**src/rtl/psi_consts.svh**
```systemverilog
// Constants of the status indicator and interrupt block
// Summary of operation
// - The receive activity indicator is on while the line receiver is taking in data.
// - The transmit activity indicator is on while the line transmitter is sending data.
// - At 10 Mb/s good link comes from link pulses no more than 16 ms apart or from received packet data.
// - At 100 Mb/s good link drops at once when signal detect falls.
// - At 1000 Mb/s good link needs training done, negotiation complete, a valid link and reliable reception.
// - The duplex indicator is on for full duplex and off for half duplex.
// - The collision indicator is on when transmit and receive are active together in half duplex.
// - The combined activity indicator is on when either transmit or receive is active.
// - Only the speed indicator that matches the current speed is on.
// - Each speed indicator is also gated by good link.
// - A change of link, speed or duplex status raises an interrupt event.
// - The interrupt output is only raised while the enable control bit is set.
// - The interrupt output is driven both high and low, never left floating.
`ifndef PSI_CONSTS_SVH
`define PSI_CONSTS_SVH

`define PSI_CLK_MHZ        100
`define PSI_NLP_GAP_MS     16
`define PSI_NLP_GAP_CYC    (`PSI_NLP_GAP_MS * `PSI_CLK_MHZ * 1000)
`define PSI_SD_QUAL_US     500
`define PSI_SD_QUAL_CYC    (`PSI_SD_QUAL_US * `PSI_CLK_MHZ)

`define PSI_OFF_CTRL       8'h00
`define PSI_OFF_STATUS     8'h04
`define PSI_OFF_MASK       8'h08
`define PSI_OFF_LINK       8'h0c

`define PSI_CTRL_IRQ_EN    0
`define PSI_EV_LINK        0
`define PSI_EV_SPEED       1
`define PSI_EV_DUPLEX      2
`define PSI_EV_W           3

`define PSI_RST_CTRL       1'h0
`define PSI_RST_MASK       3'h7

`endif

```
**src/rtl/psi_pkg.sv**
```systemverilog
// Types shared by the status indicator and interrupt block
package psi_pkg;

    typedef enum logic [1:0] {
        PSI_SPEED_10   = 2'h0,
        PSI_SPEED_100  = 2'h1,
        PSI_SPEED_1000 = 2'h2,
        PSI_SPEED_RSVD = 2'h3
    } psi_speed_e;

    typedef enum logic [1:0] {
        PSI_SD_DOWN = 2'h0,
        PSI_SD_QUAL = 2'h1,
        PSI_SD_UP   = 2'h3
    } psi_sd_state_e;

    typedef struct packed {
        logic nlp_pulse;
        logic rx_packet;
        logic signal_detect;
        logic train_done;
        logic an_complete;
        logic gig_link_valid;
        logic remote_rx_ok;
    } psi_link_in_s;

    typedef struct packed {
        logic receive_activity_indicator;
        logic transmit_activity_indicator;
        logic good_link_indicator;
        logic full_duplex_indicator;
        logic collision_indicator;
        logic combined_activity_indicator;
        logic speed_ten_indicator;
        logic speed_hundred_indicator;
        logic speed_gigabit_indicator;
    } psi_led_s;

endpackage : psi_pkg

```
**src/rtl/psi_top.sv**
```systemverilog
// Indicator outputs, link qualification and interrupt logic with an AHB-Lite register slave
`timescale 1ns/10ps
`default_nettype none
`include "psi_consts.svh"

module psi_top #(
    parameter int unsigned P_NLP_GAP_CYC = `PSI_NLP_GAP_CYC,
    parameter int unsigned P_SD_QUAL_CYC = `PSI_SD_QUAL_CYC
) (
    input  wire logic                   i_ref_clk,
    input  wire logic                   i_rst,
    input  wire logic                   i_hsel,
    input  wire logic [31:0]            i_haddr,
    input  wire logic [1:0]             i_htrans,
    input  wire logic                   i_hwrite,
    input  wire logic [2:0]             i_hsize,
    input  wire logic [31:0]            i_hwdata,
    input  wire logic                   i_hready,
    output logic      [31:0]            o_hrdata,
    output logic                        o_hreadyout,
    output logic                        o_hresp,
    input  wire logic                   i_rx_active,
    input  wire logic                   i_tx_active,
    input  wire logic                   i_full_duplex,
    input  wire logic [1:0]             i_speed,
    input  wire psi_pkg::psi_link_in_s  i_link,
    output psi_pkg::psi_led_s           o_led,
    output logic                        o_irq
);

    // Sticky update where a new event wins over a clear in the same cycle
    function automatic logic [`PSI_EV_W-1:0] sticky_next(
        input logic [`PSI_EV_W-1:0] cur,
        input logic [`PSI_EV_W-1:0] set,
        input logic [`PSI_EV_W-1:0] clr
    );
        sticky_next = (cur & ~clr) | set;
    endfunction : sticky_next

    function automatic logic [20:0] cnt_sat(
        input logic [20:0] cnt,
        input logic [20:0] lim
    );
        cnt_sat = (cnt == lim) ? cnt : cnt + 21'h1;
    endfunction : cnt_sat

    localparam logic [20:0] NLP_LIM = 21'(P_NLP_GAP_CYC - 1);
    localparam logic [20:0] SD_LIM  = 21'(P_SD_QUAL_CYC - 1);

    // Bus slave state
    logic                   dp_wr_reg;
    logic [7:0]             dp_addr_reg;
    logic                   ctrl_irq_en_reg;
    logic [`PSI_EV_W-1:0]   status_reg;
    logic [`PSI_EV_W-1:0]   mask_reg;

    // Link qualification state
    logic [20:0]            nlp_cnt_reg;
    logic                   nlp_seen_reg;
    logic                   link10_reg;
    logic [20:0]            sd_cnt_reg;
    psi_pkg::psi_sd_state_e sd_state_reg;
    psi_pkg::psi_sd_state_e sd_state_next;
    logic                   good_link_reg;
    logic [1:0]             speed_reg;
    logic                   duplex_reg;

    // Address phase decode
    wire addr_take   = i_hsel && i_htrans[1] && i_hready;
    wire wr_take     = addr_take && i_hwrite;
    wire rd_take     = addr_take && !i_hwrite;
    wire [7:0] a_off = i_haddr[7:0];
    wire a_hit_ctrl  = (i_haddr[31:8] == 24'h0) && (a_off == `PSI_OFF_CTRL);
    wire a_hit_stat  = (i_haddr[31:8] == 24'h0) && (a_off == `PSI_OFF_STATUS);
    wire a_hit_mask  = (i_haddr[31:8] == 24'h0) && (a_off == `PSI_OFF_MASK);
    wire a_hit_link  = (i_haddr[31:8] == 24'h0) && (a_off == `PSI_OFF_LINK);

    // Data phase write decode
    wire dp_ctrl_wr  = dp_wr_reg && (dp_addr_reg == `PSI_OFF_CTRL);
    wire dp_stat_wr  = dp_wr_reg && (dp_addr_reg == `PSI_OFF_STATUS);
    wire dp_mask_wr  = dp_wr_reg && (dp_addr_reg == `PSI_OFF_MASK);

    // Status word of the link register
    wire [31:0] link_word = {26'h0, i_tx_active, i_rx_active, duplex_reg,
                             speed_reg, good_link_reg};

    wire [31:0] rd_mux =
        a_hit_ctrl ? {31'h0, ctrl_irq_en_reg} :
        a_hit_stat ? {29'h0, status_reg} :
        a_hit_mask ? {29'h0, mask_reg} :
        a_hit_link ? link_word :
        32'h0;

    // Read data is registered at the address phase so it stands through the data phase
    always_ff @(posedge i_ref_clk) begin
        if (i_rst) begin
            o_hrdata <= 32'h0;
        end else if (rd_take) begin
            o_hrdata <= rd_mux;
        end
    end

    always_ff @(posedge i_ref_clk) begin
        if (i_rst) begin
            dp_wr_reg   <= 1'b0;
            dp_addr_reg <= 8'h0;
        end else if (i_hready) begin
            dp_wr_reg   <= wr_take && (i_haddr[31:8] == 24'h0);
            dp_addr_reg <= a_off;
        end
    end

    // Zero wait states and OKAY only: every access completes in one data phase
    always_ff @(posedge i_ref_clk) begin
        if (i_rst) begin
            o_hreadyout <= 1'b0;
            o_hresp     <= 1'b0;
        end else begin
            o_hreadyout <= 1'b1;
            o_hresp     <= 1'b0;
        end
    end

    always_ff @(posedge i_ref_clk) begin
        if (i_rst) begin
            ctrl_irq_en_reg <= `PSI_RST_CTRL;
        end else if (dp_ctrl_wr) begin
            ctrl_irq_en_reg <= i_hwdata[`PSI_CTRL_IRQ_EN];
        end
    end

    always_ff @(posedge i_ref_clk) begin
        if (i_rst) begin
            mask_reg <= `PSI_RST_MASK;
        end else if (dp_mask_wr) begin
            mask_reg <= i_hwdata[`PSI_EV_W-1:0];
        end
    end

    // 10 Mb/s: a pulse pair inside the gap window, or packet data, brings link up;
    // silence longer than the window takes it down
    wire nlp_expired = (nlp_cnt_reg == NLP_LIM);
    wire nlp_hit     = i_link.nlp_pulse;
    wire pkt_hit     = i_link.rx_packet;

    always_ff @(posedge i_ref_clk) begin
        if (i_rst) begin
            nlp_cnt_reg  <= 21'h0;
            nlp_seen_reg <= 1'b0;
            link10_reg   <= 1'b0;
        end else if (nlp_hit || pkt_hit) begin
            nlp_cnt_reg  <= 21'h0;
            nlp_seen_reg <= 1'b1;
            if (pkt_hit || (nlp_seen_reg && !nlp_expired)) begin
                link10_reg <= 1'b1;
            end
        end else begin
            nlp_cnt_reg <= cnt_sat(nlp_cnt_reg, NLP_LIM);
            if (nlp_expired) begin
                nlp_seen_reg <= 1'b0;
                link10_reg   <= 1'b0;
            end
        end
    end

    // 100 Mb/s signal detect qualification
    wire sd_done = (sd_cnt_reg == SD_LIM);

    always_comb begin
        sd_state_next = sd_state_reg;
        unique case (sd_state_reg)
            psi_pkg::PSI_SD_DOWN: begin
                if (i_link.signal_detect) begin
                    sd_state_next = psi_pkg::PSI_SD_QUAL;
                end
            end
            psi_pkg::PSI_SD_QUAL: begin
                if (!i_link.signal_detect) begin
                    sd_state_next = psi_pkg::PSI_SD_DOWN;
                end else if (sd_done) begin
                    sd_state_next = psi_pkg::PSI_SD_UP;
                end
            end
            psi_pkg::PSI_SD_UP: begin
                if (!i_link.signal_detect) begin
                    sd_state_next = psi_pkg::PSI_SD_DOWN;
                end
            end
            default: begin
                sd_state_next = psi_pkg::PSI_SD_DOWN;
            end
        endcase
    end

    always_ff @(posedge i_ref_clk) begin
        if (i_rst) begin
            sd_state_reg <= psi_pkg::PSI_SD_DOWN;
            sd_cnt_reg   <= 21'h0;
        end else begin
            sd_state_reg <= sd_state_next;
            if (sd_state_next == psi_pkg::PSI_SD_QUAL) begin
                sd_cnt_reg <= cnt_sat(sd_cnt_reg, SD_LIM);
            end else begin
                sd_cnt_reg <= 21'h0;
            end
        end
    end

    // Signal detect falling is seen here combinationally so link drops with no extra wait
    wire link100 = (sd_state_reg == psi_pkg::PSI_SD_UP) && i_link.signal_detect;

    wire link1000 = i_link.train_done && i_link.an_complete &&
                    i_link.gig_link_valid && i_link.remote_rx_ok;

    wire link_sel =
        (i_speed == psi_pkg::PSI_SPEED_10)   ? link10_reg :
        (i_speed == psi_pkg::PSI_SPEED_100)  ? link100 :
        (i_speed == psi_pkg::PSI_SPEED_1000) ? link1000 :
        1'b0;

    always_ff @(posedge i_ref_clk) begin
        if (i_rst) begin
            good_link_reg <= 1'b0;
            speed_reg     <= 2'h0;
            duplex_reg    <= 1'b0;
        end else begin
            good_link_reg <= link_sel;
            speed_reg     <= i_speed;
            duplex_reg    <= i_full_duplex;
        end
    end

    // Status change events, compared against the previous registered view
    wire [`PSI_EV_W-1:0] ev_set;
    assign ev_set[`PSI_EV_LINK]   = (link_sel != good_link_reg);
    assign ev_set[`PSI_EV_SPEED]  = (i_speed != speed_reg);
    assign ev_set[`PSI_EV_DUPLEX] = (i_full_duplex != duplex_reg);

    wire [`PSI_EV_W-1:0] ev_clr = dp_stat_wr ? i_hwdata[`PSI_EV_W-1:0] : {`PSI_EV_W{1'b0}};

    // Events are recorded even while interrupts are disabled, so software can poll them
    always_ff @(posedge i_ref_clk) begin
        if (i_rst) begin
            status_reg <= {`PSI_EV_W{1'b0}};
        end else begin
            status_reg <= sticky_next(status_reg, ev_set, ev_clr);
        end
    end

    wire [`PSI_EV_W-1:0] status_new = sticky_next(status_reg, ev_set, ev_clr);
    wire irq_next = ctrl_irq_en_reg && |(status_new & mask_reg);

    // Push-pull output: always driven, high or low
    always_ff @(posedge i_ref_clk) begin
        if (i_rst) begin
            o_irq <= 1'b0;
        end else begin
            o_irq <= irq_next;
        end
    end

    // Indicator outputs
    wire half_duplex = !i_full_duplex;
    wire spd10       = (i_speed == psi_pkg::PSI_SPEED_10);
    wire spd100      = (i_speed == psi_pkg::PSI_SPEED_100);
    wire spd1000     = (i_speed == psi_pkg::PSI_SPEED_1000);

    always_ff @(posedge i_ref_clk) begin
        if (i_rst) begin
            o_led <= '0;
        end else begin
            o_led.receive_activity_indicator  <= i_rx_active;
            o_led.transmit_activity_indicator <= i_tx_active;
            o_led.good_link_indicator         <= link_sel;
            o_led.full_duplex_indicator       <= i_full_duplex;
            o_led.collision_indicator         <= i_tx_active && i_rx_active && half_duplex;
            o_led.combined_activity_indicator <= i_tx_active || i_rx_active;
            o_led.speed_ten_indicator         <= spd10 && link_sel;
            o_led.speed_hundred_indicator     <= spd100 && link_sel;
            o_led.speed_gigabit_indicator     <= spd1000 && link_sel;
        end
    end

endmodule : psi_top
`default_nettype wire
```
**config.mk**
```make
export PLATFORM = sky130hd
export DESIGN_NAME = psi_top
export DESIGN_NICKNAME = d
export VERILOG_FILES = /design/src/rtl/psi_pkg.sv /design/src/rtl/psi_top.sv
export VERILOG_INCLUDE_DIRS = /design/src /design/src/rtl
export SDC_FILE = /design/constraint.sdc
export NUM_CORES = 1
export LEC_CHECK = 0
export ABC_CLOCK_PERIOD_IN_PS = 2400
export BUFFER_PORTS_ARGS = -buffer_cell sky130_fd_sc_hd__buf_4
export CELL_PAD_IN_SITES_DETAIL_PLACEMENT = 1
export CELL_PAD_IN_SITES_GLOBAL_PLACEMENT = 2
export CORE_ASPECT_RATIO = 1.4
export CORE_MARGIN = 8
export CORE_UTILIZATION = 29
export DETAILED_ROUTE_END_ITERATION = 8
export PLACE_DENSITY = 0.85
export SLEW_MARGIN = 0
export SYNTH_ARGS = -nofsm -noshare
export SYNTH_HDL_FRONTEND = slang
export SYNTH_SLANG_ARGS = --single-unit
```
**constraint.sdc**
```tcl
create_clock -name i_ref_clk -period 2.4 [get_ports i_ref_clk]
set_clock_uncertainty 0.1 [all_clocks]
set_input_delay 0.12 -clock i_ref_clk [delete_from_list [all_inputs] [get_ports i_ref_clk]]
set_output_delay 0.12 -clock i_ref_clk [all_outputs]
set_load 0.05 [all_outputs]
```
==> out/qor.txt <==
synthesized instance count: 434
initial standard-cell utilization of the core: 0.2973
mean area per synthesized cell: 8.779 sq um
startpoint types: flip-flop
post-DR wirelength/cell: 15.81 um
Synth top area share: 0.4256
CP arrival: 2.26 ns
Least-Margin Pin Slew: 0.5058 ns
warning count from the yosys run: 0
diodes inserted: 0
number of cells traversed by the worst register-to-register path: 5
Post-CTS Setup Bufs: 0
number of cells on the critical path: 5
largest area contributor in the netlist: sky130_fd_sc_hd__dfxtp_1
startpoint of the most critical register-to-register path: nlp_cnt_reg[12]
final number of hold-violating endpoints: 0
clock buffer depth: 2
Clk Tree Root Cell: sky130_fd_sc_hd__clkbuf_16
CTS H-tree lvls: 3
initial antenna violation count: 0
standard cell core area: 12,810 sq um
area of the multi-input gates: 1946 sq um
clock edge transition at the registers on the reported setup and hold paths: 0.06 ns
Fmax: 478.1 MHz
CP top delay family: compound AO/OA/AOI/OAI gates
number of endpoints failing setup at the final stage: 0
Post-synth EDFFs: 0
Core Util, Final: 0.3767
top cells by area, synth: sky130_fd_sc_hd__dfxtp_1 (43%), sky130_fd_sc_hd__buf_4 (6.3%), sky130_fd_sc_hd__xor2_1 (6.0%), sky130_fd_sc_hd__nor2_1 (5.7%), sky130_fd_sc_hd__nand3_1 (3.3%)
total half-perimeter wirelength after legalization and detailed placement: 8098 um
dominant combinational cell family by area after synthesis: simple AND/OR/NAND/NOR gates
part of the Yosys area used for sequential elements: 0.4256
number of storage elements in the synthesis netlist: 81
pin count of the biggest net entering global routing: 32
via count of the routed design: 3,334
max-slew violation count: 0
cell leakage power: 1.867 nW
worst min-delay path category: in -> reg
xor/xnor cell area share of the yosys netlist: 0.08506
number of global-route vias before repair: 3,614
power per cell area: 633.6 nW/um^2
layout-stage area growth over the synthesis result: 26.70%
First DRT Iteration DRCs: 125
post-synthesis instance area: 3810 sq um
post-synthesis share of cell area spent on and, or, nand and nor gates: 0.2683
first-pass GRT wire length: 17,910 um
portion of netlist area occupied by mux cells: 0.03744
worst-case register-to-register setup slack: 0.31 ns
unrepaired setup endpoints after global routing: false
Detailed Route WL: 10,700 um
clock buffer count from CTS: 9
port buffer count: 69
end of the critical path: nlp_cnt_reg[17]
Top FF cell, synth: sky130_fd_sc_hd__dfxtp_1
Power, Total: 0.003058 W
post-synthesis adder-cell area fraction: 0.006568
Filler cells: 1,518
count of boundary I/O pins: 130
die height: 151.6 um
result of the run: finished, final reports clean
compound-gate portion of the synthesized area: 0.08670
launch point of the critical path: nlp_cnt_reg[12]
total area of sequential cells: 1622 sq um
worst supply voltage drop on vdd: 0.3253 mV
post-synthesis cell type count: 56
total routing usage reported by global routing: 0.1302
hold path depth: 3
Max-Cap Viols: 0
number of nets in the layout: 608
data required time of the worst path: 2.57 ns
startpoint-to-endpoint class of the critical path: reg -> reg
Worst slew margin: 0.6600
Chip Width: 112.9 um
latest clock arrival within the worst-skew pair: 0.33 ns
worst path bufs/invs: 0
number of remaining DRC errors: 0
CTS Hold Buffers Added: 16
Detail Route Antenna Nets: 0
placer's final routability congestion estimate: 0.8067
global route total overflow: 0
area of the die: 17,110 sq um
fraction of the cycle the final worst path needs: 0.8715
sum of negative setup slack: 0 ns
clock tree sinks: 81
ratio of routed vias to standard cells: 4.925
min cycle time layout: 2.092 ns
longest individual stage delay on the worst path: 0.58 ns
CTS tree: done
first-pass iteration count of the detailed router: 4
Rows: 49
fraction of synthesis flops using an asynchronous set or reset pin: 0
FF-to-FF End: nlp_cnt_reg[17]
type of element capturing the critical path: flip-flop
layout cells sized above 1: 0.2080
crit path cell chain: nor4b_2 > nand4_1 > o2111ai_2 > o21ai_0 > a21oi_1
crit path max fanout: 12
CTS resizes: 0
Max stage delay cell, worst path: sky130_fd_sc_hd__o2111ai_2
tightest hold or removal path: cells and delay by family:
family	cells	cell delay (ns)
buffers and inverters	1	0.11
and+or+nand+nor	1	0.11
AOI/OAI and AO/OA	1	0.05
per-layer routing:
| layer | global-route usage | vias up | routed length (um) |
|---|---|---|---|
| li1 | - | 1634 | - |
| met1 | 0.1286 | 1597 | 4252 |
| met2 | 0.2549 | 91 | 5713 |
| met3 | 0.02975 | 12 | 584 |
| met4 | 0.05481 | 0 | 153 |
| met5 | 0 | - | 0 |
synth_stat cells, drive strengths merged (8+ instances only):
cell / n
dfxtp: 81
o21ai: 14
nor4: 13
nand2: 29
clkbuf: 9
mux2i: 12
buf: 35
nand4: 15
a21oi: 16
nor2: 59
xnor2: 11
inv: 11
xor2: 26
or3: 8
nand3: 25
final cells by class:
class                      instances  share of cell area
multi-input combinational        323              0.4031
sequential                        81              0.3359
timing repair buffer              93              0.1529
clock buffer                       9             0.04666
tap                              153             0.03966
clock inverter                     6             0.01244
inverter                          12            0.009331
through the flow:
step	hold WS [ns]	setup slack [ns]	area (sq um)	instances
final	0.01463	0.3085	4827	677
after global placement	0.2521	0.3804	4382	646
after global routing	0.04696	0.01097	4827	677
after detailed placement	0.2697	0.2796	4382	646
after floorplan	0.09652	0.6679	3908	460
after CTS	0.004987	0.2356	4827	677
cell families (layout without fill, tap and decap cells):
family	Yosys count	after routing
adder cells (fa/ha/maj)	2	2
AO/OA/AOI/OAI	51	51
buffers and inverters	56	120
multiplexers	13	13
AND/OR/NAND/NOR	193	193
flip-flops	81	81
other	1	27
XOR/XNOR	37	37
placed cells by master, fill, tap and decap left out, drive strengths merged, types with 14 or more instances in the layout:
| master | Yosys | layout |
|---|---|---|
| nand4 | 15 | 15 |
| buf | 35 | 77 |
| dfxtp | 81 | 81 |
| conb | 1 | 27 |
| dlygate4sd3 | 0 | 16 |
| nor2 | 59 | 59 |
| o21ai | 14 | 14 |
| nand3 | 25 | 25 |
| xor2 | 26 | 26 |
| nand2 | 29 | 29 |
| a21oi | 16 | 16 |
how the worst min path moves through the flow:
stage	endpoint	startpoint	slack [ns]
after CTS	sd_state_reg[0]	i_link[4]	0.005
final	sd_state_reg[0]	i_link[4]	0.01
after floorplan	o_led[1]	i_speed[1]	0.1
after global routing	sd_state_reg[0]	i_link[4]	0.05
after global placement	nlp_seen_reg	i_link[5]	0.25
after detailed placement	o_led[1]	i_speed[1]	0.27
where the power goes:
group	switching [W]	leakage (nW)	internal, W
clock network	0.000533	0.137	0.000793
registers	0.0000210	0.659	0.00137
logic	0.000216	1.07	0.000124
total	0.000769	1.87	0.00229
(Power assumes the default switching activity.)
